<file path="src/inc/serial_pkg.sv">
// Package: register map, field positions, reset values and timing of the serial port
`default_nettype none
package serial_pkg;
	// Register indexes; byte address is four times the index
	localparam logic [3:0] IDX_CTRL = 4'h0;
	localparam logic [3:0] IDX_TXDATA = 4'h1;
	localparam logic [3:0] IDX_RXDATA = 4'h2;
	localparam logic [3:0] IDX_LINESTAT = 4'h3;
	localparam logic [3:0] IDX_FORMAT = 4'h4;
	localparam logic [3:0] IDX_MODEM = 4'h5;
	localparam logic [3:0] IDX_IRQ_STAT = 4'h6;
	localparam logic [3:0] IDX_IRQ_CLR = 4'h7;
	localparam logic [3:0] IDX_IRQ_EN = 4'h8;
	localparam logic [3:0] IDX_RXERR = 4'hA;
	// Transfer control fields
	localparam int CTRL_OUT = 0;
	localparam int CTRL_IN = 1;
	// Modem line control fields
	localparam int MLC_HOLD_DTR = 0;
	localparam int MLC_HOLD_RTS = 1;
	localparam int MLC_SRTS = 2;
	localparam int MLC_DRS = 3;
	// Receive error fields
	localparam int ERR_OVR = 1;
	localparam int ERR_PAR = 2;
	localparam int ERR_FRM = 3;
	localparam int ERR_BRK = 4;
	// Character format fields and parity senses
	localparam int FMT_PEN = 3;
	localparam int FMT_SENSE = 4;
	localparam logic [1:0] PAR_ODD = 2'h0;
	localparam logic [1:0] PAR_EVEN = 2'h1;
	localparam logic [1:0] PAR_ONE = 2'h2;
	// Line status fields
	localparam int LS_TX_BUSY = 0;
	localparam int LS_TX_PEND = 1;
	localparam int LS_RX_FULL = 2;
	localparam int LS_DSR = 3;
	localparam int LS_CTS = 4;
	localparam int LS_DCD = 5;
	// Interrupt event fields
	localparam int EV_TX_DONE = 0;
	localparam int EV_RX_CHAR = 1;
	localparam int EV_RX_ERR = 2;
	// Reset values
	localparam logic [7:0] MODEM_RST = 8'h00;
	localparam logic [7:0] FORMAT_RST = 8'h00;
	localparam logic [1:0] CTRL_RST = 2'h0;
	// Timing: one bit at 9600 baud on a 100 MHz clock
	localparam int CLK_PERIOD_NS = 10;
	localparam int BIT_TIME_NS = 104167;
	localparam int BIT_CYCLES = BIT_TIME_NS / CLK_PERIOD_NS;
endpackage
`default_nettype wire

</file>
<file path="src/rtl/serial_port.sv">
// Serial port: modem handshake, character shifter, receive error status, Wishbone registers
`default_nettype none

// Notes on behaviour
// - Transmit transfer start drives DTR and RTS active unless held.
// - A character starts going out only while DSR and CTS are both active.
// - After transmit transfer ends, DTR and RTS return inactive unless held.
// - Receive transfer raises only DTR; RTS stays inactive unless held.
// - Characters are accepted only while DSR and DCD are active.
// - Receive transfer end drops DTR unless its hold bit is set.
// - Modem bit 3 drives data-rate-select, bit 2 secondary RTS, directly.
// - Modem bit 1 holds RTS active, bit 0 holds DTR active.
// - Without hold bits, DTR toggles around each transfer and RTS around each transmit transfer.
// - Parity mismatch sets receive error bit 2.
// - A stop bit sampled low sets receive error bit 3; a bad start bit is dropped silently.
// - New character while previous unread sets receive error bit 1.
// - Break sets receive error bit 4 and framing bit 3.
// - Only received data sets error flags, never transmission.
// - Reading receive error status returns flags, then clears bits 1 to 4.
// - Receive path buffers exactly one character; a further one overruns.
// - Transmit done only after last stop bit has left the line.
// - Any error flag raises pending error until status is read.
module serial_port #(
	parameter int unsigned BIT_CYCLES = serial_pkg::BIT_CYCLES
) (
	// Clock and reset
	input wire logic clk_i,
	input wire logic rst_i,
	// Wishbone slave
	input wire logic cyc_i,
	input wire logic stb_i,
	input wire logic we_i,
	input wire logic [5:0] adr_i,
	input wire logic [3:0] sel_i,
	input wire logic [31:0] dat_i,
	output logic [31:0] dat_o,
	output logic ack_o,
	// Serial line and modem pins
	input wire logic rxd_i,
	input wire logic dsr_i,
	input wire logic cts_i,
	input wire logic dcd_i,
	output logic txd_o,
	output logic dtr_o,
	output logic rts_o,
	output logic drs_o,
	output logic srts_o,
	// Host indications
	output logic err_pending_o,
	output logic irq_o
);
	typedef enum {TX_IDLE, TX_SHIFT} tx_state_t;
	typedef enum {RX_IDLE, RX_START, RX_BITS, RX_STOP, RX_MARK} rx_state_t;

	localparam logic [15:0] BIT_LEN = 16'(BIT_CYCLES - 1);
	localparam logic [15:0] HALF_LEN = 16'(BIT_CYCLES / 2);

	// Expected parity bit for a character under a given sense
	function automatic logic parity_bit(input logic [7:0] data, input logic [1:0] sense);
		case (sense)
			serial_pkg::PAR_ODD: parity_bit = ~^data;
			serial_pkg::PAR_EVEN: parity_bit = ^data;
			serial_pkg::PAR_ONE: parity_bit = 1'b1;
			default: parity_bit = 1'b0;
		endcase
	endfunction

	// ******************************
	// Pin synchronisers
	// ******************************
	logic [3:0] sync1, sync2, sync3, pins;
	logic rxd, dsr, cts, dcd;
	// A pin change counts once the second and third stages agree
	always_ff @(posedge clk_i) begin
		if (rst_i) begin
			sync1 <= 4'h1;
			sync2 <= 4'h1;
			sync3 <= 4'h1;
			pins <= 4'h1;
		end else begin
			sync1 <= {dcd_i, cts_i, dsr_i, rxd_i};
			sync2 <= sync1;
			sync3 <= sync2;
			for (int i = 0; i < 4; i++) begin
				if (sync2[i] == sync3[i]) begin
					pins[i] <= sync3[i];
				end
			end
		end
	end
	assign rxd = pins[0];
	assign dsr = pins[1];
	assign cts = pins[2];
	assign dcd = pins[3];

	// ******************************
	// Bus slave
	// ******************************
	logic [3:0] idx;
	logic req, wr, rd;
	logic [7:0] wdat, rdat;
	logic [1:0] ctrl;
	logic [7:0] modem, format;
	logic [4:0] rx_err;
	logic [2:0] irq_stat, irq_en;
	logic [7:0] rx_buf, tx_buf;
	logic rx_full, tx_pend, rx_seen;
	tx_state_t tx_state;
	assign idx = adr_i[5:2];
	assign req = cyc_i & stb_i & ~ack_o;
	assign wr = ack_o & cyc_i & stb_i & we_i & sel_i[0];
	assign rd = ack_o & cyc_i & stb_i & ~we_i;
	assign wdat = dat_i[7:0];

	// Read mux; unmapped and write-only indexes read zero
	always_comb begin
		rdat = 8'h00;
		case (idx)
			serial_pkg::IDX_CTRL: rdat = {6'h00, ctrl};
			serial_pkg::IDX_RXDATA: rdat = rx_buf;
			serial_pkg::IDX_LINESTAT: rdat = {2'h0, dcd, cts, dsr, rx_full, tx_pend, tx_state == TX_SHIFT};
			serial_pkg::IDX_FORMAT: rdat = format;
			serial_pkg::IDX_MODEM: rdat = modem;
			serial_pkg::IDX_IRQ_STAT: rdat = {5'h00, irq_stat};
			serial_pkg::IDX_IRQ_EN: rdat = {5'h00, irq_en};
			serial_pkg::IDX_RXERR: rdat = {3'h0, rx_err};
			default: rdat = 8'h00;
		endcase
	end

	// Ack one cycle after the request; read data captured with it
	always_ff @(posedge clk_i) begin
		if (rst_i) begin
			ack_o <= 1'b0;
			dat_o <= 32'h0000_0000;
			rx_seen <= 1'b0;
		end else begin
			ack_o <= req;
			if (req) begin
				dat_o <= {24'h00_0000, rdat};
				rx_seen <= rx_full;
			end
		end
	end

	// Writable configuration registers
	always_ff @(posedge clk_i) begin
		if (rst_i) begin
			ctrl <= serial_pkg::CTRL_RST;
			modem <= serial_pkg::MODEM_RST;
			format <= serial_pkg::FORMAT_RST;
			irq_en <= 3'h0;
		end else if (wr) begin
			case (idx)
				serial_pkg::IDX_CTRL: ctrl <= wdat[1:0];
				serial_pkg::IDX_MODEM: modem <= wdat;
				serial_pkg::IDX_FORMAT: format <= wdat;
				serial_pkg::IDX_IRQ_EN: irq_en <= wdat[2:0];
				default: ;
			endcase
		end
	end

	// ******************************
	// Modem handshake lines
	// ******************************
	logic out_active, in_active, out_line, tx_permit;
	assign out_active = ctrl[serial_pkg::CTRL_OUT];
	assign in_active = ctrl[serial_pkg::CTRL_IN];
	// Lines stay up until the shifter empties so the last stop bit is covered
	assign out_line = out_active | tx_state == TX_SHIFT;
	assign tx_permit = out_active & dsr & cts;
	// Hold bits override the automatic toggling
	assign dtr_o = modem[serial_pkg::MLC_HOLD_DTR] | out_line | in_active;
	assign rts_o = modem[serial_pkg::MLC_HOLD_RTS] | out_line;
	assign drs_o = modem[serial_pkg::MLC_DRS];
	assign srts_o = modem[serial_pkg::MLC_SRTS];

	// ******************************
	// Transmitter
	// ******************************
	logic [9:0] tx_shift;
	logic [3:0] tx_bits;
	logic [15:0] tx_cnt;
	logic tx_load, tx_done;
	assign tx_load = tx_state == TX_IDLE && tx_pend && tx_permit;

	// One character holding register; writes while it is full are dropped
	always_ff @(posedge clk_i) begin
		if (rst_i) begin
			tx_pend <= 1'b0;
			tx_buf <= 8'h00;
		end else if (wr && idx == serial_pkg::IDX_TXDATA && !tx_pend) begin
			tx_pend <= 1'b1;
			tx_buf <= wdat;
		end else if (tx_load) begin
			tx_pend <= 1'b0;
		end
	end

	// Start bit, data LSB first, optional parity, one stop bit
	always_ff @(posedge clk_i) begin
		if (rst_i) begin
			tx_state <= TX_IDLE;
			txd_o <= 1'b1;
			tx_shift <= 10'h3FF;
			tx_bits <= 4'h0;
			tx_cnt <= 16'h0000;
			tx_done <= 1'b0;
		end else begin
			tx_done <= 1'b0;
			case (tx_state)
				TX_IDLE: begin
					if (tx_load) begin
						txd_o <= 1'b0;
						tx_cnt <= BIT_LEN;
						tx_state <= TX_SHIFT;
						if (format[serial_pkg::FMT_PEN]) begin
							tx_shift <= {1'b1, parity_bit(tx_buf, format[5:4]), tx_buf};
							tx_bits <= 4'hA;
						end else begin
							tx_shift <= {2'h3, tx_buf};
							tx_bits <= 4'h9;
						end
					end
				end
				TX_SHIFT: begin
					if (tx_cnt != 16'h0000) begin
						tx_cnt <= tx_cnt - 16'h0001;
					end else if (tx_bits != 4'h0) begin
						txd_o <= tx_shift[0];
						tx_shift <= {1'b1, tx_shift[9:1]};
						tx_bits <= tx_bits - 4'h1;
						tx_cnt <= BIT_LEN;
					end else begin
						tx_state <= TX_IDLE;
						tx_done <= 1'b1;
					end
				end
				default: tx_state <= TX_IDLE;
			endcase
		end
	end

	// ******************************
	// Receiver
	// ******************************
	rx_state_t rx_state;
	logic [8:0] rx_shift;
	logic [3:0] rx_bits;
	logic [15:0] rx_cnt;
	logic rx_evt, rx_perr, rx_ferr, rx_brk, rx_accept;
	logic [7:0] rx_char, rx_data;
	logic rx_par, rx_zero;
	assign rx_data = format[serial_pkg::FMT_PEN] ? rx_shift[7:0] : rx_shift[8:1];
	assign rx_par = rx_shift[8];
	assign rx_zero = format[serial_pkg::FMT_PEN] ? rx_shift == 9'h000 : rx_shift[8:1] == 8'h00;

	// Samples at mid-bit; after a low stop bit waits for mark before hunting again
	always_ff @(posedge clk_i) begin
		if (rst_i) begin
			rx_state <= RX_IDLE;
			rx_shift <= 9'h000;
			rx_bits <= 4'h0;
			rx_cnt <= 16'h0000;
			rx_evt <= 1'b0;
			rx_perr <= 1'b0;
			rx_ferr <= 1'b0;
			rx_brk <= 1'b0;
			rx_char <= 8'h00;
		end else begin
			rx_evt <= 1'b0;
			if (rx_cnt != 16'h0000) begin
				rx_cnt <= rx_cnt - 16'h0001;
			end
			case (rx_state)
				RX_IDLE: begin
					if (!rxd) begin
						rx_cnt <= HALF_LEN;
						rx_state <= RX_START;
					end
				end
				RX_START: begin
					if (rx_cnt == 16'h0000) begin
						rx_state <= rxd ? RX_IDLE : RX_BITS;
						rx_cnt <= BIT_LEN;
						rx_bits <= format[serial_pkg::FMT_PEN] ? 4'h9 : 4'h8;
					end
				end
				RX_BITS: begin
					if (rx_cnt == 16'h0000) begin
						rx_shift <= {rxd, rx_shift[8:1]};
						rx_bits <= rx_bits - 4'h1;
						rx_cnt <= BIT_LEN;
						if (rx_bits == 4'h1) begin
							rx_state <= RX_STOP;
						end
					end
				end
				RX_STOP: begin
					if (rx_cnt == 16'h0000) begin
						rx_evt <= 1'b1;
						rx_char <= rx_data;
						rx_perr <= format[serial_pkg::FMT_PEN] && rx_par != parity_bit(rx_data, format[5:4]);
						rx_ferr <= !rxd;
						rx_brk <= !rxd && rx_zero;
						rx_state <= rxd ? RX_IDLE : RX_MARK;
					end
				end
				RX_MARK: begin
					if (rxd) begin
						rx_state <= RX_IDLE;
					end
				end
				default: rx_state <= RX_IDLE;
			endcase
		end
	end

	// Characters count only inside a receive transfer with DSR and DCD up
	assign rx_accept = rx_evt & in_active & dsr & dcd;

	// Single character buffer; an unread one is kept and the new one lost
	always_ff @(posedge clk_i) begin
		if (rst_i) begin
			rx_full <= 1'b0;
			rx_buf <= 8'h00;
		end else begin
			if (rx_accept && !rx_full) begin
				rx_buf <= rx_char;
			end
			rx_full <= rx_accept | (rx_full & ~(rd && idx == serial_pkg::IDX_RXDATA && rx_seen));
		end
	end

	// ******************************
	// Error status and interrupts
	// ******************************
	logic [4:0] err_set, err_clr;
	logic [2:0] ev_set, ev_clr;
	// Only receiver events feed the error flags
	assign err_set = rx_accept ? {rx_brk, rx_ferr | rx_brk, rx_perr, rx_full, 1'b0} : 5'h00;
	// Only flags that the read returned are cleared, so a new one is kept
	assign err_clr = (rd && idx == serial_pkg::IDX_RXERR) ? dat_o[4:0] & 5'h1E : 5'h00;
	assign ev_set = {err_set != 5'h00, rx_accept, tx_done};
	assign ev_clr = (wr && idx == serial_pkg::IDX_IRQ_CLR) ? wdat[2:0] : 3'h0;

	// Set wins over a clear in the same cycle
	always_ff @(posedge clk_i) begin
		if (rst_i) begin
			rx_err <= 5'h00;
			irq_stat <= 3'h0;
		end else begin
			rx_err <= (rx_err & ~err_clr) | err_set;
			irq_stat <= (irq_stat & ~ev_clr) | ev_set;
		end
	end
	assign err_pending_o = rx_err != 5'h00;
	assign irq_o = (irq_stat & irq_en) != 3'h0;
endmodule
`default_nettype wire

</file>
<file path="config.mk">
export PLATFORM = sky130hd
export DESIGN_NAME = serial_port
export DESIGN_NICKNAME = d
export VERILOG_FILES = /design/src/inc/serial_pkg.sv /design/src/rtl/serial_port.sv
export SDC_FILE = /design/constraint.sdc
export NUM_CORES = 1
export LEC_CHECK = 0
export ABC_AREA = 1
export BUFFER_PORTS_ARGS = -buffer_cell sky130_fd_sc_hd__buf_2
export CORE_MARGIN = 3
export CORE_UTILIZATION = 30
export CTS_CLUSTER_SIZE = 8
export DETAILED_ROUTE_END_ITERATION = 12
export PLACE_DENSITY = 0.48
export SLEW_MARGIN = 40
export SYNTH_ARGS = -nofsm -noshare
export SYNTH_HDL_FRONTEND = slang
export SYNTH_SLANG_ARGS = --single-unit
</file>
<file path="constraint.sdc">
create_clock -name clk_i -period 2.8 [get_ports clk_i]
set_input_delay 0.14 -clock clk_i [delete_from_list [all_inputs] [get_ports clk_i]]
set_output_delay 0.14 -clock clk_i [all_outputs]
set_load 0.005 [all_outputs]
</file>
==> results.py <==
metrics = {
    "timing": {
        "hold_viol_final": 0,
        "fmax_mhz": 458,
        "fin_crit_sh": 0.780,
        "setup_viol": 0,
        "drv_slew": 0,
        "finalSetupTns_ns": 0,
        "worst_pin_slew_ns": 0.731,
        "rsz0062_at_grt": "no",
        "slew_headroom": 0.509,
        "min_period_ns": 2.19,
        "fin_skew_ns": 0.0124,
    },
    "clock_tree": {
        "cts_max_path_buffers": 2,
        "cts_buffers": 17,
        "post-cts-setup-buffers": 0,
        "cts.sinks": 148,
        "tritoncts": "yes",
        "cts-root-buf": "clkbuf_16",
        "cts_max_level": 4,
        "insertion_delay_ns": 0.43,
        "clk_pin_slew_ns": 0.07,
    },
    "global_route": {
        "grt_pass1_vias": 6066,
        "grtUsageTotal": 0.147,
        "top_usage_layer": "met2",
        "grt_remaining_overflow": 0,
        "met3_usage": 0.0276,
        "antenna_found_initial": 0,
        "grt_max_degree": 101,
        "gr-usage-met1": 0.213,
        "grt_pass1_wl_mm": 31.1,
        "met2_usage": 0.219,
    },
    "setup_path": {
        "slowest_delay_ns": 0.31,
        "cp_common_cell": "nand2_1",
        "cp_cell_sequence": "inv_1, ha_1, nand2_1, nor2_2, nand2_1, nor2_2, nand3b_4, inv_1, nand2_1, o21ai_0, a31oi_1",
        "worst-path-max-fanout": 11,
        "path_buf_inv": 2,
        "cpMaxStageDelayCell": "dfxtp_1",
        "end_kind": "flip-flop",
        "cp-start-kind": "flip-flop",
        "rr_startpoint": "rx_cnt[0]$_SDFF_PP0_",
        "arrival_ns": 2.47,
        "worstPathRequired_ns": 3.08,
        "critPathTopFamily": "simple AND/OR/NAND/NOR gates",
        "startpoint": "rx_cnt[0]$_SDFF_PP0_",
        "critPathKind": "flip-flop to flip-flop",
    },
    "place": {
        "gp_congestion": 0.818,
        "post_dp_cell_area_um2": 7640,
        "hpwl_mm": 13.3,
        "io_buffers": 37,
    },
    "floorplanning": {
        "io_pins": 91,
        "initial_core_util": 0.306,
        "die_w_um": 161,
        "core_um2": 23500,
        "core.rowCount": 56,
        "dieHeight_um": 161,
        "die_area_um2": 25900,
    },
    "flow_run": {
        "maxCapViolations": 0,
    },
    "worst_hold_path": {
        "min_from": "dat_i[4]",
        "hp-class": "input port to flip-flop",
    },
    "power_and_ir_drop": {
        "total_power_mw": 5.44,
        "leakage_nw": 3.52,
        "ir_drop_v": 0.000336,
        "p_per_area_nw_per_um2": 655,
    },
    "synth": {
        "yosys-top-cells-count": "nand2_1 (213), dfxtp_1 (148), inv_1 (118)",
        "syn-cell-area_um2": 7190,
        "ys_ff_latch": 148,
        "synthCells": 1010,
        "ys_seq_area_frac": 0.412,
        "ys.flop_type": "dfxtp_1",
        "synthArstFlopShare": 0,
        "yosysMostFrequentCell": "nand2_1",
        "synth_area_per_cell_um2": 7.12,
        "yosys_warnings": 0,
        "yosysTopAreaCell": "dfxtp_1",
        "synth_cell_types": 50,
        "synthTopCellsByArea": "dfxtp_1 (41%), nand2_1 (11%), a21oi_1 (6.5%)",
        "yosysTopAreaCellShare": 0.412,
        "synth_edf_count": 0,
    },
    "detailed_routing": {
        "first_pass_iters": 5,
        "drt_iter0_drc": 311,
        "postRouteWirelength_mm": 18.4,
        "dr_total_vias": 6295,
        "vias_per_cell": 4.55,
        "detail-route-antenna-nets": 0,
        "post_drt_wl_per_cell_um": 13.3,
        "drc": 0,
    },
    "final_layout": {
        "antenna_cells": 0,
        "syn_to_final_growth_pct": 15.5,
        "fin_area_um2": 8310,
        "final_nets": 1111,
        "drive_gt1_frac": 0.108,
    },
    "run_status": {
        "status": "complete, no violations",
    },
}
==> stage by stage <==
stage                     setup slack [ns]  cells  hold WS [ns]   util
after CTS                            0.597   1384     0.0000577  0.353
after detailed placement             0.607   1346         0.347  0.324
after global routing                 0.375   1384        0.0261  0.353
after global placement               0.600   1346         0.341  0.324
final                                0.615   1384       0.00969  0.353
after floorplan                      0.878   1033         0.244      -
==> area by class of cell <==
cell class / instances / area [um2]
fillers: 2545 / 15200
repair buffers: 53 / 335
flip-flops and latches: 148 / 2960
multi-input cells: 707 / 3530
inverters: 125 / 473
well taps: 319 / 399
clock inverters: 14 / 175
clock buffers: 18 / 439
==> flip-flops by register name, indices dropped and copies added (netlist names), 3 cells and up <==
name and cells:
rx_cnt 16, rx_bits 4, rx_err 4, rx_state 3
tx_bits 4, sync2 4, tx_cnt 16, tx_buf 8
rx_buf 8, sync1 4, sync3 4, irq_en 3
pins 4, irq_stat 3, modem 8, format 8
rx_char 8, dat_o 8, tx_shift 9, rx_shift 9
==> logic make-up (layout without fill, tap and decap cells) <==
| group | after synthesis | in the layout | share of synthesized area |
|---|---|---|---|
| fa+ha+maj | 8 | 8 | 0.0139 |
| buf+inv | 178 | 210 | 0.110 |
| flops | 148 | 148 | 0.412 |
| simple gates | 448 | 448 | 0.277 |
| other cells | 1 | 24 | 0.000521 |
| xor+xnor | 24 | 24 | 0.0292 |
| compound gates | 203 | 203 | 0.157 |
==> final timing paths <==
kind | end | slack [ns] | cells past startpoint
worst max-delay path | rx_bits[3]$_SDFFE_PP0P_ | 0.61 | 11
worst min-delay path | tx_buf[4]$_SDFFE_PP0P_ | 0.01 | 3
worst max register to register | rx_bits[3]$_SDFFE_PP0P_ | 0.61 | 11
worst min register to register | sync2[3]$_SDFF_PP0_ | 0.40 | 2
==> power breakdown <==
part           switching, mW  leakage (nW)  internal [mW]
Sequential            0.0621          1.20           2.19
Clock                  0.953         0.293           1.43
Combinational          0.497          2.03          0.303
Total                   1.51          3.52           3.93
==> worst register-to-register path: cells and delay by family (launching register included) <==
family / cells / cell delay, ns
AND/OR/NAND/NOR: 6 / 0.95
AO/OA/AOI/OAI: 2 / 0.35
flip-flops: 1 / 0.31
buffers and inverters: 2 / 0.25
adder cells (fa/ha/maj): 1 / 0.19
==> routing by layer <==
metal  wire [um]  part of all wire
met1        9680              0.53
met2        7800              0.42
met3         574             0.031
met4         341             0.019
met5           0                 0
==> timing repair <==
action	CTS	global route
hold buffers	6	0
hold endpoints to repair	6	0
resized for setup	0	0
==> layout by cell type (no fill, tap or decap), types with 4 or more instances in the layout <==
cell           Yosys  routed
nor2_2             9       9
nor2_1           113     113
nand4_1           18      18
nor3_1            12      12
buf_2              8      36
dlygate4sd3_1      0       6
nand3_1           54      54
xor2_1            14      14
a221oi_1           4       4
xnor2_1           10      10
o21ai_0           64      64
clkbuf_16          0      17
a31oi_1            6       6
conb_1             1      24
nor2_4             6       6
ha_1               8       8
nand2_1          213     213
dfxtp_1          148     148
a211oi_1          21      21
buf_4             25      10
or2_2              6       6
inv_1            118     118
a21oi_1           94      94
Power figures use the tool's default switching activity.
